$ cat src/twi_map.vh
// Register map, field positions, reset values and status codes for the two-wire block
// Assumes APB byte addressing with one 32-bit word per register
`ifndef TWI_MAP_VH
`define TWI_MAP_VH
`define TWI_OFF_CTRL 12'h000
`define TWI_OFF_STAT 12'h004
`define TWI_OFF_DATA 12'h008
`define TWI_OFF_ADDR 12'h00c
`define TWI_OFF_BAUD 12'h010
`define TWI_OFF_SLEEP 12'h014
`define TWI_B_IRQ 7
`define TWI_B_ACK 6
`define TWI_B_STA 5
`define TWI_B_STO 4
`define TWI_B_WCOL 3
`define TWI_B_EN 2
`define TWI_B_IE 0
`define TWI_RST_CTRL 8'h00
`define TWI_RST_ADDR 8'hfe
`define TWI_RST_BAUD 8'h20
`define TWI_RST_STAT 5'h1f
`define TWI_ST_START 5'h01
`define TWI_ST_RSTART 5'h02
`define TWI_ST_MT_AACK 5'h03
`define TWI_ST_MT_ANACK 5'h04
`define TWI_ST_ARB 5'h07
`define TWI_ST_MR_AACK 5'h08
`define TWI_ST_MR_ANACK 5'h09
`define TWI_ST_MR_DACK 5'h0a
`define TWI_ST_MR_DNACK 5'h0b
`define TWI_ST_SR_AACK 5'h0c
`define TWI_ST_SR_ARB 5'h0d
`define TWI_ST_SR_GACK 5'h0e
`define TWI_ST_SR_GARB 5'h0f
`define TWI_ST_SR_DACK 5'h10
`define TWI_ST_SR_DNACK 5'h11
`define TWI_ST_SR_GDACK 5'h12
`define TWI_ST_SR_GDNACK 5'h13
`define TWI_ST_SR_STOP 5'h14
`define TWI_ST_ST_AACK 5'h15
`define TWI_ST_IDLE 5'h1f
`endif

$ cat src/twi_core.v
// Two-wire serial interface: master receiver, master transmitter addressing, slave receiver
// Assumes APB master on pclk; scl/sda are open-drain pins resolved outside
`timescale 1ns/1ps
`default_nettype none
`include "twi_map.vh"
module twi_core (
  input wire pclk,
  input wire presetn,
  input wire psel,
  input wire penable,
  input wire pwrite,
  input wire [11:0] paddr,
  input wire [31:0] pwdata,
  output reg [31:0] prdata,
  output wire pready,
  output wire pslverr,
  input wire scl_in,
  output wire scl_out,
  output wire scl_oe,
  input wire sda_in,
  output wire sda_out,
  output wire sda_oe,
  output wire wake
);
  localparam S_IDLE = 7'b0000001;
  localparam S_START = 7'b0000010;
  localparam S_BIT = 7'b0000100;
  localparam S_ACK = 7'b0001000;
  localparam S_WAIT = 7'b0010000;
  localparam S_STOP = 7'b0100000;
  localparam S_SLV = 7'b1000000;
  reg [7:0] ctrl, own, baud, data, shreg;
  reg [4:0] stat;
  reg deep_sleep;
  reg [1:0] scl_s, sda_s;
  reg scl_d, sda_d, busy, stretch, wake_r;
  reg [6:0] st;
  reg [2:0] step;
  reg [3:0] bitn;
  reg [7:0] cnt;
  reg master, rx, is_addr, gc, lost, drv_sda, drv_scl, pend_rs;
  wire acc = psel & penable;
  wire wr = acc & pwrite;
  wire irq = ctrl[`TWI_B_IRQ];
  wire scl_rise = scl_s[1] & ~scl_d;
  wire scl_fall = ~scl_s[1] & scl_d;
  wire start_seen = scl_s[1] & sda_d & ~sda_s[1];
  wire stop_seen = scl_s[1] & ~sda_d & sda_s[1];
  wire tick = (cnt == 8'h00);
  wire clr_irq = wr & (paddr == `TWI_OFF_CTRL) & pwdata[`TWI_B_IRQ];
  reg set_irq;
  reg [4:0] next_stat;
  reg clr_sto;
  assign pready = 1'b1;
  assign pslverr = 1'b0;
  // Open-drain: only low is driven
  assign sda_out = 1'b0;
  assign scl_out = 1'b0;
  assign sda_oe = drv_sda;
  assign scl_oe = drv_scl | (stretch & irq);
  assign wake = wake_r;
  // Read word captured in the setup phase, stands through the access phase
  reg [31:0] rd_word;
  always @* begin
    case (paddr)
      `TWI_OFF_CTRL: rd_word = {24'h0, ctrl};
      `TWI_OFF_STAT: rd_word = {24'h0, stat, 3'b000};
      `TWI_OFF_DATA: rd_word = {24'h0, data};
      `TWI_OFF_ADDR: rd_word = {24'h0, own};
      `TWI_OFF_BAUD: rd_word = {24'h0, baud};
      `TWI_OFF_SLEEP: rd_word = {31'h0, deep_sleep};
      default: rd_word = 32'h0;
    endcase
  end
  always @(posedge pclk or negedge presetn) begin
    if (!presetn)
      prdata <= 32'h0;
    else if (psel && !penable)
      prdata <= rd_word;
  end
  // Pin synchronisers and bus-free tracking
  always @(posedge pclk or negedge presetn) begin
    if (!presetn) begin
      scl_s <= 2'b11;
      sda_s <= 2'b11;
      scl_d <= 1'b1;
      sda_d <= 1'b1;
      busy <= 1'b0;
    end else begin
      scl_s <= {scl_s[0], scl_in};
      sda_s <= {sda_s[0], sda_in};
      scl_d <= scl_s[1];
      sda_d <= sda_s[1];
      if (start_seen)
        busy <= 1'b1;
      else if (stop_seen)
        busy <= 1'b0;
    end
  end
  // Software registers; hardware flag set wins over clear
  always @(posedge pclk or negedge presetn) begin
    if (!presetn) begin
      ctrl <= `TWI_RST_CTRL;
      own <= `TWI_RST_ADDR;
      baud <= `TWI_RST_BAUD;
      deep_sleep <= 1'b0;
      stat <= `TWI_RST_STAT;
    end else begin
      if (wr && paddr == `TWI_OFF_CTRL) begin
        ctrl[`TWI_B_ACK] <= pwdata[`TWI_B_ACK];
        ctrl[`TWI_B_STA] <= pwdata[`TWI_B_STA];
        ctrl[`TWI_B_STO] <= pwdata[`TWI_B_STO];
        ctrl[`TWI_B_EN] <= pwdata[`TWI_B_EN];
        ctrl[`TWI_B_IE] <= pwdata[`TWI_B_IE];
        ctrl[1] <= 1'b0;
      end
      if (wr && paddr == `TWI_OFF_ADDR)
        own <= pwdata[7:0];
      if (wr && paddr == `TWI_OFF_BAUD)
        baud <= pwdata[7:0];
      if (wr && paddr == `TWI_OFF_SLEEP)
        deep_sleep <= pwdata[0];
      if (wr && paddr == `TWI_OFF_DATA)
        ctrl[`TWI_B_WCOL] <= ~irq;
      else if (clr_irq)
        ctrl[`TWI_B_WCOL] <= 1'b0;
      if (set_irq) begin
        ctrl[`TWI_B_IRQ] <= 1'b1;
        stat <= next_stat;
      end else if (clr_irq) begin
        ctrl[`TWI_B_IRQ] <= 1'b0;
        stat <= `TWI_ST_IDLE;
      end
      if (clr_sto)
        ctrl[`TWI_B_STO] <= 1'b0;
    end
  end
  wire [7:0] own_match = {own[7:1], 1'b0};
  // Bus engine
  always @(posedge pclk or negedge presetn) begin
    if (!presetn) begin
      st <= S_IDLE;
      step <= 3'h0;
      bitn <= 4'h0;
      cnt <= 8'h00;
      shreg <= 8'h00;
      data <= 8'h00;
      master <= 1'b0;
      rx <= 1'b0;
      is_addr <= 1'b0;
      gc <= 1'b0;
      lost <= 1'b0;
      drv_sda <= 1'b0;
      drv_scl <= 1'b0;
      pend_rs <= 1'b0;
      stretch <= 1'b0;
      wake_r <= 1'b0;
      set_irq <= 1'b0;
      next_stat <= `TWI_ST_IDLE;
      clr_sto <= 1'b0;
    end else begin
      set_irq <= 1'b0;
      clr_sto <= 1'b0;
      cnt <= tick ? baud : cnt - 8'h01;
      if (wr && paddr == `TWI_OFF_DATA && irq)
        data <= pwdata[7:0];
      if (clr_irq)
        wake_r <= 1'b0;
      if (!ctrl[`TWI_B_EN]) begin
        st <= S_IDLE;
        drv_sda <= 1'b0;
        drv_scl <= 1'b0;
        stretch <= 1'b0;
        master <= 1'b0;
      end else begin
        case (st)
          S_IDLE: begin
            stretch <= 1'b0;
            if (ctrl[`TWI_B_STA] && !busy && !irq && tick) begin
              st <= S_START;
              step <= 3'h0;
            end else if (start_seen) begin
              st <= S_SLV;
              bitn <= 4'h0;
              is_addr <= 1'b1;
              master <= 1'b0;
            end
          end
          S_START: if (tick) begin
            step <= step + 3'h1;
            case (step)
              3'h0: drv_scl <= 1'b0;
              3'h1: drv_sda <= 1'b1;
              3'h2: begin
                drv_scl <= 1'b1;
                master <= 1'b1;
                lost <= 1'b0;
                set_irq <= 1'b1;
                next_stat <= pend_rs ? `TWI_ST_RSTART : `TWI_ST_START;
                pend_rs <= 1'b1;
                is_addr <= 1'b1;
                st <= S_WAIT;
              end
              default: step <= 3'h0;
            endcase
          end
          S_WAIT: begin
            stretch <= 1'b1;
            if (clr_irq) begin
              stretch <= 1'b0;
              bitn <= 4'h0;
              step <= 3'h0;
              if (pwdata[`TWI_B_STO]) begin
                st <= S_STOP;
              end else if (pwdata[`TWI_B_STA] && master) begin
                st <= S_START;
                drv_sda <= 1'b0;
              end else if (master) begin
                if (is_addr)
                  rx <= data[0];
                shreg <= is_addr ? data : 8'hff;
                st <= S_BIT;
              end else begin
                // Slave side lets the clock go once software has acted
                drv_scl <= 1'b0;
                st <= S_SLV;
              end
            end
          end
          S_BIT: if (tick) begin
            step <= step + 3'h1;
            case (step)
              3'h0: drv_sda <= (is_addr | ~rx) ? ~shreg[7] : 1'b0;
              3'h1: drv_scl <= 1'b0;
              3'h2: begin
                if (drv_sda == 1'b0 && !sda_s[1] && (is_addr | ~rx) && shreg[7]) begin
                  lost <= 1'b1;
                  drv_sda <= 1'b0;
                  master <= 1'b0;
                  pend_rs <= 1'b0;
                  set_irq <= 1'b1;
                  next_stat <= `TWI_ST_ARB;
                  st <= S_SLV;
                end
                shreg <= {shreg[6:0], sda_s[1]};
              end
              3'h3: begin
                drv_scl <= 1'b1;
                step <= 3'h0;
                bitn <= bitn + 4'h1;
                if (bitn == 4'h7)
                  st <= S_ACK;
              end
              default: step <= 3'h0;
            endcase
          end
          S_ACK: if (tick) begin
            step <= step + 3'h1;
            case (step)
              // Master receiver acks per ack_enable; last byte nack is software's job
              3'h0: drv_sda <= (!is_addr && rx) ? ctrl[`TWI_B_ACK] : 1'b0;
              3'h1: drv_scl <= 1'b0;
              // Status latched while the clock is high
              3'h2: begin
                if (is_addr)
                  next_stat <= sda_s[1] ? (rx ? `TWI_ST_MR_ANACK : `TWI_ST_MT_ANACK)
                                        : (rx ? `TWI_ST_MR_AACK : `TWI_ST_MT_AACK);
                else begin
                  data <= shreg;
                  next_stat <= sda_s[1] ? `TWI_ST_MR_DNACK : `TWI_ST_MR_DACK;
                end
              end
              3'h3: begin
                // Flag rises with the clock held low, never while it runs
                set_irq <= 1'b1;
                drv_scl <= 1'b1;
                drv_sda <= 1'b0;
                is_addr <= 1'b0;
                st <= S_WAIT;
              end
              default: step <= 3'h0;
            endcase
          end
          S_STOP: if (tick) begin
            step <= step + 3'h1;
            case (step)
              3'h0: drv_sda <= 1'b1;
              3'h1: drv_scl <= 1'b0;
              3'h2: begin
                drv_sda <= 1'b0;
                master <= 1'b0;
                pend_rs <= 1'b0;
                clr_sto <= 1'b1;
                st <= S_IDLE; // start follows from start_request if set
              end
              default: step <= 3'h0;
            endcase
          end
          S_SLV: begin
            // Slave side sampled on pins; deep sleep still matches address
            if (stop_seen) begin
              st <= S_IDLE;
              drv_sda <= 1'b0;
            end else if (start_seen) begin
              bitn <= 4'h0;
              is_addr <= 1'b1;
            end else if (scl_rise && bitn < 4'h8) begin
              shreg <= {shreg[6:0], sda_s[1]};
              bitn <= bitn + 4'h1;
            end else if (scl_fall && bitn == 4'h8) begin
              bitn <= 4'h9;
              if (is_addr) begin
                gc <= (shreg[7:1] == 7'h00) & own[0];
                if (ctrl[`TWI_B_ACK] && (shreg[7:1] == own_match[7:1] ||
                    (shreg[7:1] == 7'h00 && own[0]) )) begin
                  drv_sda <= ~shreg[0] | 1'b1;
                  // Address byte is not copied to the data register
                  rx <= ~shreg[0];
                end else
                  st <= S_IDLE;
              end else begin
                data <= shreg;
                drv_sda <= ctrl[`TWI_B_ACK];
              end
            end else if (scl_fall && bitn == 4'h9) begin
              drv_sda <= 1'b0;
              bitn <= 4'h0;
              set_irq <= 1'b1;
              drv_scl <= 1'b1;
              st <= S_WAIT;
              if (is_addr) begin
                // Wake raised together with the held clock
                wake_r <= deep_sleep;
                if (!shreg[0])
                  next_stat <= gc ? (lost ? `TWI_ST_SR_GARB : `TWI_ST_SR_GACK)
                                  : (lost ? `TWI_ST_SR_ARB : `TWI_ST_SR_AACK);
                else
                  next_stat <= `TWI_ST_ST_AACK;
              end else
                next_stat <= gc ? (drv_sda ? `TWI_ST_SR_GDACK : `TWI_ST_SR_GDNACK)
                                : (drv_sda ? `TWI_ST_SR_DACK : `TWI_ST_SR_DNACK);
              is_addr <= 1'b0;
              lost <= 1'b0;
            end else if (clr_irq && drv_scl) begin
              drv_scl <= 1'b0;
            end
          end
          default: st <= S_IDLE;
        endcase
      end
    end
  end
endmodule // twi_core
`default_nettype wire

$ cat config.mk
export PLATFORM = sky130hd
export DESIGN_NAME = twi_core
export DESIGN_NICKNAME = d
export VERILOG_FILES = /design/src/twi_core.v
export VERILOG_INCLUDE_DIRS = /design/src /design/src/src
export SDC_FILE = /design/constraint.sdc
export NUM_CORES = 1
export LEC_CHECK = 0
export BUFFER_PORTS_ARGS = -buffer_cell sky130_fd_sc_hd__buf_2
export CORE_ASPECT_RATIO = 0.9
export CORE_UTILIZATION = 50
export DETAILED_ROUTE_END_ITERATION = 8
export PLACE_DENSITY = 0.84
export SLEW_MARGIN = 20
export SYNTH_ARGS = -nofsm -noshare
export SYNTH_HDL_FRONTEND = slang
export SYNTH_SLANG_ARGS = --single-unit
$ cat constraint.sdc
create_clock -name pclk -period 2.7 [get_ports pclk]
set_input_delay 0.405 -clock pclk [delete_from_list [all_inputs] [get_ports pclk]]
set_output_delay 0.405 -clock pclk [all_outputs]
set_load 0.02 [all_outputs]
==> results of run 1 <==
==> report_power, final <==
part | internal [mW] | switching [mW] | total [mW]
clock | 0.743 | 0.587 | 1.33
sequential | 1.56 | 0.0900 | 1.65
combinational | 0.163 | 0.243 | 0.405
total | 2.47 | 0.920 | 3.39
==> worst max-delay path, cell delays in order (launching register included) <==
cell and delay [ns]:
dfrtp_1 0.47, buf_4 0.19, nor4b_1 0.48, nand3_1 0.26, o211ai_1 0.32, and4_1 0.41, o21ai_0 0.15, a22o_1 0.24
==> synthesized netlist by cell type, types with 4 or more instances <==
cell type,number,area (µm²)
nor2b_1,13,81.33
nor4_1,8,50.05
nor3_1,11,55.05
dfstp_2,25,656.9
mux2_4,5,75.07
and3_1,10,62.56
nand3b_1,8,60.06
mux2_2,35,394.1
a31oi_1,17,106.4
and2_1,7,43.79
a21oi_1,25,125.1
nand2b_1,9,56.30
buf_4,29,217.7
o32ai_1,4,35.03
mux2i_1,21,210.2
clkbuf_1,25,93.84
buf_2,4,20.02
nand4_1,8,50.05
o21ai_0,65,325.3
nor2_1,57,214.0
ha_1,12,150.1
xnor2_1,13,113.9
nand3_1,15,75.07
a222oi_1,4,40.04
dfrtp_1,74,1852
o211ai_1,4,30.03
nor4b_1,6,52.55
or3_1,4,25.02
o21a_1,4,30.03
nand2_1,69,259.0
inv_1,25,93.84
==> flip-flops by register name, summed over array words and instances, names as in the netlist, 7 cells and up <==
signal / count
cnt: 8
ctrl: 7
data: 8
prdata: 8
baud: 8
shreg: 8
own: 8
st: 7
==> cells by family (layout without fill, tap and decap cells) <==
kind of cell	after synthesis	in the layout
compound gates	166	166
xor+xnor	15	15
fa+ha+maj	12	12
buf+inv	87	123
flops	99	99
mux	62	62
other cells	2	28
simple gates	239	239
==> layout make-up <==
| type | instances | area (µm²) | area share, % |
|---|---|---|---|
| tap | 160 | 200.2 | 2.840 |
| sequential | 99 | 2509 | 35.59 |
| multi-input combinational | 522 | 3405 | 48.30 |
| clock buffer | 10 | 239.0 | 3.390 |
| clock inverter | 6 | 65.06 | 0.9230 |
| inverter | 25 | 93.84 | 1.331 |
| timing repair buffer | 82 | 538.0 | 7.632 |
==> per-stage QoR <==
step	hold slack, ns	setup WS [ns]
after floorplan	0.1094	0.2064
after global placement	0.3455	0.2181
after detailed placement	0.3495	0.1636
after CTS	0.04663	0.1551
after global routing	0.07344	0.001583
final	0.01953	0.06913
==> worst paths after layout <==
path	slack [ns]	cells after the start	endpoint
min in group pclk	0.14	1	scl_s[0]$_DFF_PN1_
worst min register to register	0.36	0	sda_s[1]$_DFF_PN1_
worst max-delay path	0.07	7	bitn[2]$_DFFE_PN0P_
worst max register to register	0.07	7	bitn[2]$_DFFE_PN0P_
worst min-delay path	0.02	1	bitn[3]$_DFFE_PN0P_
max in group asynchronous	1.96	2	own[7]$_DFFE_PN1P_
==> per-layer routing <==
layer  track usage [%]  vias to the layer above
met1             39.34                     2686
li1                  -                     2526
met2             41.01                      285
met3             6.962                       52
met5                 0                        -
met4             9.732                        0
==> results.json, run 1 <==
{
  "status": "complete, no violations",
  "routed.top_layer": "met4",
  "ant_nets": 0,
  "hold_viol": 0,
  "drt_first_pass_iters": 6,
  "final_cell_area_um2": 7049,
  "drc": 0,
  "wl_met3_um": 1472,
  "dieWidth_um": 120.0,
  "cts_setup_buffers": 0,
  "power_density_nw_per_um2": 480.2,
  "slew_headroom_pct": 59.00,
  "setup_tns_ns": 0,
  "clk_path_buf_depth": 2,
  "synth_top_family_by_area": "simple AND/OR/NAND/NOR gates",
  "cts_root_buffer": "clkbuf_16",
  "drv_cap": 0,
  "hpwlAfterDp_um": 12380,
  "fin_crit_sh_pct": 97.44,
  "port-buffer-count": 37,
  "cp.arrival_ns": 2.89,
  "rsz0062_at_grt": "false",
  "synthArstFlopShare_pct": 100.0,
  "synthAdderAreaFrac_pct": 2.397,
  "ios": 90,
  "syn_area_per_cell_um2": 9.184,
  "wl_met1_um": 7428,
  "mappedNetlistArea_um2": 6264,
  "wl_met2_um": 7638,
  "utilization_pct": 58.14,
  "synthMuxAreaShare_pct": 11.03,
  "cts_made_buffers": 9,
  "num_rows": 38,
  "place_congestion": 1.021,
  "n_fill_cell": 1039,
  "leakagePower_nw": 3.151,
  "cts_tree": "built",
  "cp_max_fo": 8,
  "grt_use_total_pct": 27.73,
  "synthesis.instances": 682,
  "yosys_warnings": 0,
  "yosysSeqAreaShare_pct": 40.05,
  "cts_max_level": 3,
  "final_common_cell": "dfrtp_1",
  "synth_cell_types": 77,
  "die-area_um2": 12980,
  "ir_drop_uv": 421.8,
  "placed_cell_area_um2": 6738,
  "cp_data_required_time_ns": 2.96,
  "maxSlewViolCount": 0,
  "path_class": "flip-flop to flip-flop",
  "synth-xor-area-share_pct": 2.097,
  "grt_pass1_wl_um": 27530,
  "synthFlopType": "dfrtp_1",
  "setup_viol_count_final": 0,
  "synthSimpleGateAreaFrac_pct": 19.72,
  "finalNonFillerCells": 904,
  "layout_common_cells": "dfrtp_1 (74), nand2_1 (69), o21ai_0 (65)",
  "postCtsHoldBufs": 0,
  "antenna_found_initial": 0,
  "place_inst": 888,
  "worst_pin_slew_ns": 0.6102,
  "grt_overflow": 0,
  "min_path_type": "input pin to async pin",
  "grt_max_degree": 43,
  "r2r_start": "st[4]$_DFFE_PN0P_",
  "timing.fmax_mhz": 380.1,
  "drt_iter0_drc": 572,
  "critPathLaunch": "st[4]$_DFFE_PN0P_",
  "yosys_register_bits": 99,
  "syn_to_final_growth_pct": 12.54,
  "core_area_um2": 12120,
  "drive_above_1_share_pct": 24.19,
  "grt_pass1_vias": 5168,
  "clkTransAtPathRegs_ns": 0.07,
  "start_util_pct": 51.66,
  "crit_path_end_kind": "flip-flop",
  "vias_per_cell": 6.138,
  "finalCriticalPeriod_ns": 2.631,
  "cts_resized": 0,
  "clk_latency_ns": 0.36,
  "fin_nets": 802,
  "avgRoutedWirePerCell_um": 18.81,
  "finalClockSkew_ns": 0.01075,
  "vias": 5549,
  "wl_um": 17010,
  "synth_edf_count": 0,
  "power_mw": 3.385,
  "cts_sinks": 99,
  "die_h_um": 108.2,
  "diodes": 0,
  "synth_compound_area_share_pct": 17.32,
  "cp-start-kind": "flip-flop"
}
(Power assumes the default switching activity.)
==> run 2: changes to the inputs <==
Settings changed: GPL_ROUTABILITY_DRIVEN set to 0, PLACE_DENSITY 0.84 to 0.81.
Clock period 2.7 ns to 2.5 ns, I/O delays scaled along.
==> run 2 against run 1 <==
  * Utilization up 1.6 points
  * Combinational power up 28%
  * Maximum frequency up 7.0%
  * Register-to-register slack worse by 0.03 ns
  * Clock power up 9%
  * Non-clock buffer count up 12
  * Final cell count up 1.3%
  * Largest power group unchanged
  * Highest routed layer unchanged
==> results.json, run 2 (synthesis results as in run 1) <==
{
  "core_area_um2": 12120,
  "reg2reg_depth": 8,
  "fin_nets": 814,
  "utilization_pct": 59.72,
  "r2r_setup_slack_ns": 0.04,
  "ios": 90,
  "rsz0062_at_grt": "true",
  "power_mw": 3.750,
  "diodes": 0,
  "critPathLaunch": "st[3]$_DFFE_PN0P_",
  "clk_latency_ns": 0.36,
  "cp-start-kind": "flip-flop",
  "cts_sinks": 99,
  "cp_data_required_time_ns": 2.77,
  "dieWidth_um": 120.0,
  "fin_crit_sh_pct": 98.38,
  "cp.arrival_ns": 2.73,
  "drt_iter0_drc": 771,
  "pre_cts_slack_ns": -0.02786,
  "p_seq_share_pct": 47.6,
  "start_util_pct": 51.66,
  "clk_path_buf_depth": 2,
  "grt_pass1_wl_um": 28200,
  "finalCriticalPeriod_ns": 2.460,
  "p_int_mw": 2.684,
  "vias_per_cell": 6.380,
  "crit_path_end_kind": "flip-flop",
  "die-area_um2": 12980,
  "crit_end": "st[3]$_DFFE_PN0P_",
  "swShare_pct": 28.44,
  "drv_cap": 0,
  "port-buffer-count": 37,
  "grt_pass1_vias": 5513,
  "maxSlewViolCount": 0,
  "cts_max_level": 3,
  "path_class": "flip-flop to flip-flop",
  "cp_max_fo": 13,
  "syn_to_final_growth_pct": 15.60,
  "combPwrFrac_pct": 13.8,
  "hold_ws_ns": 0.0008278,
  "vias": 5844,
  "power_density_nw_per_um2": 518.0,
  "grt_max_degree": 43,
  "ant_nets": 0,
  "min_path_type": "input pin to async pin",
  "cts_root_buffer": "clkbuf_16",
  "status": "complete, no violations",
  "drive_above_1_share_pct": 27.12,
  "layout_common_cells": "dfrtp_1 (74), nand2_1 (69), o21ai_0 (65)",
  "n_fill_cell": 957,
  "die_h_um": 108.2,
  "hpwlAfterDp_um": 13020,
  "avgRoutedWirePerCell_um": 19.79,
  "slew_headroom_pct": 51.68,
  "setup_viol_count_final": 0,
  "final_common_cell": "dfrtp_1",
  "p_clk_share_pct": 38.5,
  "ir_drop_uv": 421.6,
  "grt_use_total_pct": 28.05,
  "cts_made_buffers": 9,
  "netSwitchingPower_mw": 1.067,
  "timing.fmax_mhz": 406.6,
  "wl_um": 18130,
  "r2r-end": "st[3]$_DFFE_PN0P_",
  "drc": 0,
  "finalClockSkew_ns": 0.007630,
  "drt_first_pass_iters": 8,
  "grt_overflow": 0,
  "leakagePower_nw": 3.228,
  "hold_viol": 0,
  "antenna_found_initial": 0,
  "clkTransAtPathRegs_ns": 0.07,
  "cts_tree": "built",
  "worst_pin_slew_ns": 0.7172,
  "r2r_start": "st[3]$_DFFE_PN0P_",
  "num_rows": 38,
  "finalWorstSetupSlack_ns": 0.04048
}
-- run 2: through the flow --
stage	setup TNS, ns	cells	area, µm²
floorplan	0	708	6361
global placement	0	896	6810
detailed placement	-0.1438	896	6810
CTS	0	912	7111
global route	-0.2830	916	7241
finish	0	916	7241
-- run 2: critical path: stages (launching register included) --
cell	delay (ns)
dfrtp_1	0.41
buf_12	0.16
or4_1	0.54
or3_4	0.43
o32ai_2	0.21
a2111oi_4	0.07
nand3_2	0.16
buf_4	0.17
mux2i_1	0.23
-- run 2: final cells by class --
type	instances	area [µm²]	area share, %
clock inverters	5	61.31	0.8467
multi-input cells	522	3500	48.33
flip-flops and latches	99	2512	34.70
well taps	160	200.2	2.765
repair buffers	94	640.6	8.847
inverters	25	93.84	1.296
clock buffers	11	232.7	3.214
-- run 2: power by group through the flow --
stage | clock network, mW | logic [mW] | registers [mW]
floorplan | 0 | 0.326 | 1.79
global placement | 0 | 0.437 | 1.80
detailed placement | 0 | 0.463 | 1.81
CTS | 1.46 | 0.464 | 1.78
global route | 1.52 | 0.562 | 1.79
finish | 1.45 | 0.518 | 1.79
-- run 2: worst min-delay path by stage --
| stage | start | end | slack [ns] | depth (start not counted) |
|---|---|---|---|---|
| floorplan | presetn | baud[0]$_DFFE_PN0P_ | 0.08 | 0 |
| global placement | sda_s[0]$_DFF_PN1_ | sda_s[1]$_DFF_PN1_ | 0.35 | 0 |
| detailed placement | scl_s[0]$_DFF_PN1_ | scl_s[1]$_DFF_PN1_ | 0.35 | 0 |
| CTS | presetn | cnt[3]$_DFF_PN0_ | 0.02 | 1 |
| global route | presetn | cnt[1]$_DFF_PN0_ | 0.03 | 1 |
| finish | presetn | cnt[1]$_DFF_PN0_ | 0.0008 | 1 |
-- run 2: repair_timing --
| action | in CTS | in global routing |
|---|---|---|
| endpoints found under the setup margin | 8 | 35 |
| cloned | 0 | 0 |
| buffers inserted | 0 | 4 |
| hold endpoints to repair | 0 | 0 |
| pin swaps | 0 | 2 |
| hold buffers | 0 | 0 |
| resized for setup | 2 | 21 |
-- run 2: metal layers --
layer | vias to the layer above | GRT usage [%] | part of all wire [%]
li1 | 2548 | - | -
met1 | 2773 | 35.80 | 40
met2 | 420 | 44.75 | 46
met3 | 103 | 8.808 | 11
met4 | 0 | 10.27 | 3.8
met5 | - | 0 | 0
==> run 3: changes to the inputs <==
Settings changed: RECOVER_POWER set to 25.
==> run 3 against run 2 <==
  * The flow now finishes with violations (DRC, capacitance limit, slew limit)
  * Final cell count did not move
  * Combinational power barely moved
  * Clock skew barely moved
  * Utilization barely moved
  * Critical path depth did not move
  * Non-clock buffer count did not move
  * Wire length rose by 0.41%
  * Maximum frequency rose by 0.21%
  * Die area did not move
  * Clock-buffer cell count did not move
  * Register-to-register slack barely moved
  * Clock power barely moved
  * Highest routed layer unchanged
==> results.json, run 3 (synthesis results as in run 1) <==
{
  "status": "finished, violations left",
  "violations": "DRC, capacitance limit, slew limit",
  "maxSlewViolCount": 42,
  "grt_pass1_wl_um": 28200,
  "ir_drop_uv": 423.4,
  "slowest_delay_ns": 0.54,
  "port-buffer-count": 37,
  "vias_per_cell": 6.392,
  "slew_headroom_pct": -54.04,
  "cp_max_fo": 13,
  "grt_max_degree": 43,
  "wl_um": 18200,
  "finalClockSkew_ns": 0.007584,
  "final_cell_area_um2": 7237,
  "grt_use_total_pct": 28.05,
  "r2r_start": "st[3]$_DFFE_PN0P_",
  "worst_pin_slew_ns": 2.311,
  "cts_root_buffer": "clkbuf_16",
  "cts_made_buffers": 9,
  "cts_max_level": 3,
  "drc": 12,
  "vias": 5855,
  "start_util_pct": 51.66,
  "setup_viol_count_final": 0,
  "leakagePower_nw": 3.224,
  "drt_first_pass_iters": 9,
  "setup_tns_ns": 0,
  "ant_nets": 0,
  "syn_to_final_growth_pct": 15.54,
  "antenna_found_initial": 0,
  "drv_cap": 1,
  "utilization_pct": 59.69,
  "crit_path_end_kind": "flip-flop",
  "die_h_um": 108.2,
  "power_density_nw_per_um2": 518.2,
  "crit_end": "st[3]$_DFFE_PN0P_",
  "cp_slowest_cell": "or4_1",
  "power_mw": 3.750,
  "cts_sinks": 99,
  "avgRoutedWirePerCell_um": 19.87,
  "fin_crit_sh_pct": 98.18,
  "hpwlAfterDp_um": 13020,
  "cts_tree": "built",
  "ios": 90,
  "path_class": "flip-flop to flip-flop",
  "grt_overflow": 0,
  "clk_path_buf_depth": 2,
  "hold_viol": 0,
  "rsz0062_at_grt": "true",
  "grt_pass1_vias": 5513,
  "clkTransAtPathRegs_ns": 0.07,
  "cp_data_required_time_ns": 2.77,
  "min_path_type": "input pin to flip-flop",
  "min_from": "sda_in",
  "n_fill_cell": 958,
  "critPathLaunch": "st[3]$_DFFE_PN0P_",
  "cp-start-kind": "flip-flop",
  "drt_iter0_drc": 766,
  "num_rows": 38,
  "final_common_cell": "dfrtp_1",
  "finalCriticalPeriod_ns": 2.454,
  "core_area_um2": 12120,
  "die-area_um2": 12980,
  "hold_ws_ns": 0.1099,
  "reg2reg_depth": 8,
  "cp.arrival_ns": 2.72,
  "crit_path_cell_trace": "buf_12, or4_1, or3_4, o32ai_2, a2111oi_4, nand3_2, buf_4, mux2i_1",
  "drive_above_1_share_pct": 26.85,
  "r2r-end": "st[3]$_DFFE_PN0P_",
  "diodes": 0,
  "clk_latency_ns": 0.36,
  "placed_cell_area_um2": 6810,
  "fin_nets": 814,
  "timing.fmax_mhz": 407.4,
  "postCtsHoldBufs": 0,
  "r2r_setup_slack_ns": 0.05,
  "layout_common_cells": "dfrtp_1 (74), nand2_1 (69), o21ai_0 (65)",
  "dieWidth_um": 120.0
}
run 3: changes by cell type in the layout (fill, tap and decap cells not counted):
cell	change
buf_4	-1
clkbuf_1	+1
dfstp_1	+1
dfstp_2	-1
run 3: report_power, final:
group          internal [mW]  switching, mW
Sequential              1.68          0.103
Combinational          0.213          0.304
Clock                  0.787          0.660
Total                   2.68           1.07
run 3: timing repair:
item	4_1_cts	5_1_grt
cloned	0	0
setup endpoints to repair	8	35
buffers inserted	0	4
gates resized for setup	2	21
pin swaps	0	2
run 3: worst max-delay path: cells and delay by family, from the launching register on:
| kind | cells | cell delay, ns |
|---|---|---|
| AND/OR/NAND/NOR | 3 | 1.12 |
| buffers and inverters | 2 | 0.33 |
| multiplexers | 1 | 0.23 |
| flip-flops | 1 | 0.41 |
| AO/OA/AOI/OAI | 2 | 0.27 |
run 3: through the flow:
step           cells  setup slack, ns
6_report         916          0.04562
5_1_grt          916         -0.04273
4_1_cts          912         0.008806
3_5_place_dp     896         -0.02786
3_3_place_gp     896          0.06643
2_1_floorplan    708         0.006374
run 3: metal layers:
metal | routed length, µm | track usage, % | part of all wire, %
met5 | 0 | 0 | 0
met2 | 8283 | 44.75 | 46
met1 | 7243 | 35.80 | 40
met3 | 1989 | 8.808 | 11
met4 | 688 | 10.27 | 3.8
run 3: final cells by class:
cell class	instances	area (µm²)	area share (%)
multi-input cells	522	3500	48.36
well taps	160	200.2	2.766
flip-flops and latches	99	2512	34.72
inverters	25	93.84	1.297
clock inverters	5	61.31	0.8472
repair buffers	94	636.9	8.800
clock buffers	11	232.7	3.216
run 3: worst min-delay path by stage:
| stage | depth (start not counted) | to | slack [ns] |
|---|---|---|---|
| 2_1_floorplan | 0 | baud[0]$_DFFE_PN0P_ | 0.08 |
| 3_3_place_gp | 0 | sda_s[1]$_DFF_PN1_ | 0.35 |
| 3_5_place_dp | 0 | scl_s[1]$_DFF_PN1_ | 0.35 |
| 4_1_cts | 1 | cnt[3]$_DFF_PN0_ | 0.02 |
| 5_1_grt | 1 | sda_s[0]$_DFF_PN1_ | 0.1 |
| 6_report | 1 | sda_s[0]$_DFF_PN1_ | 0.11 |
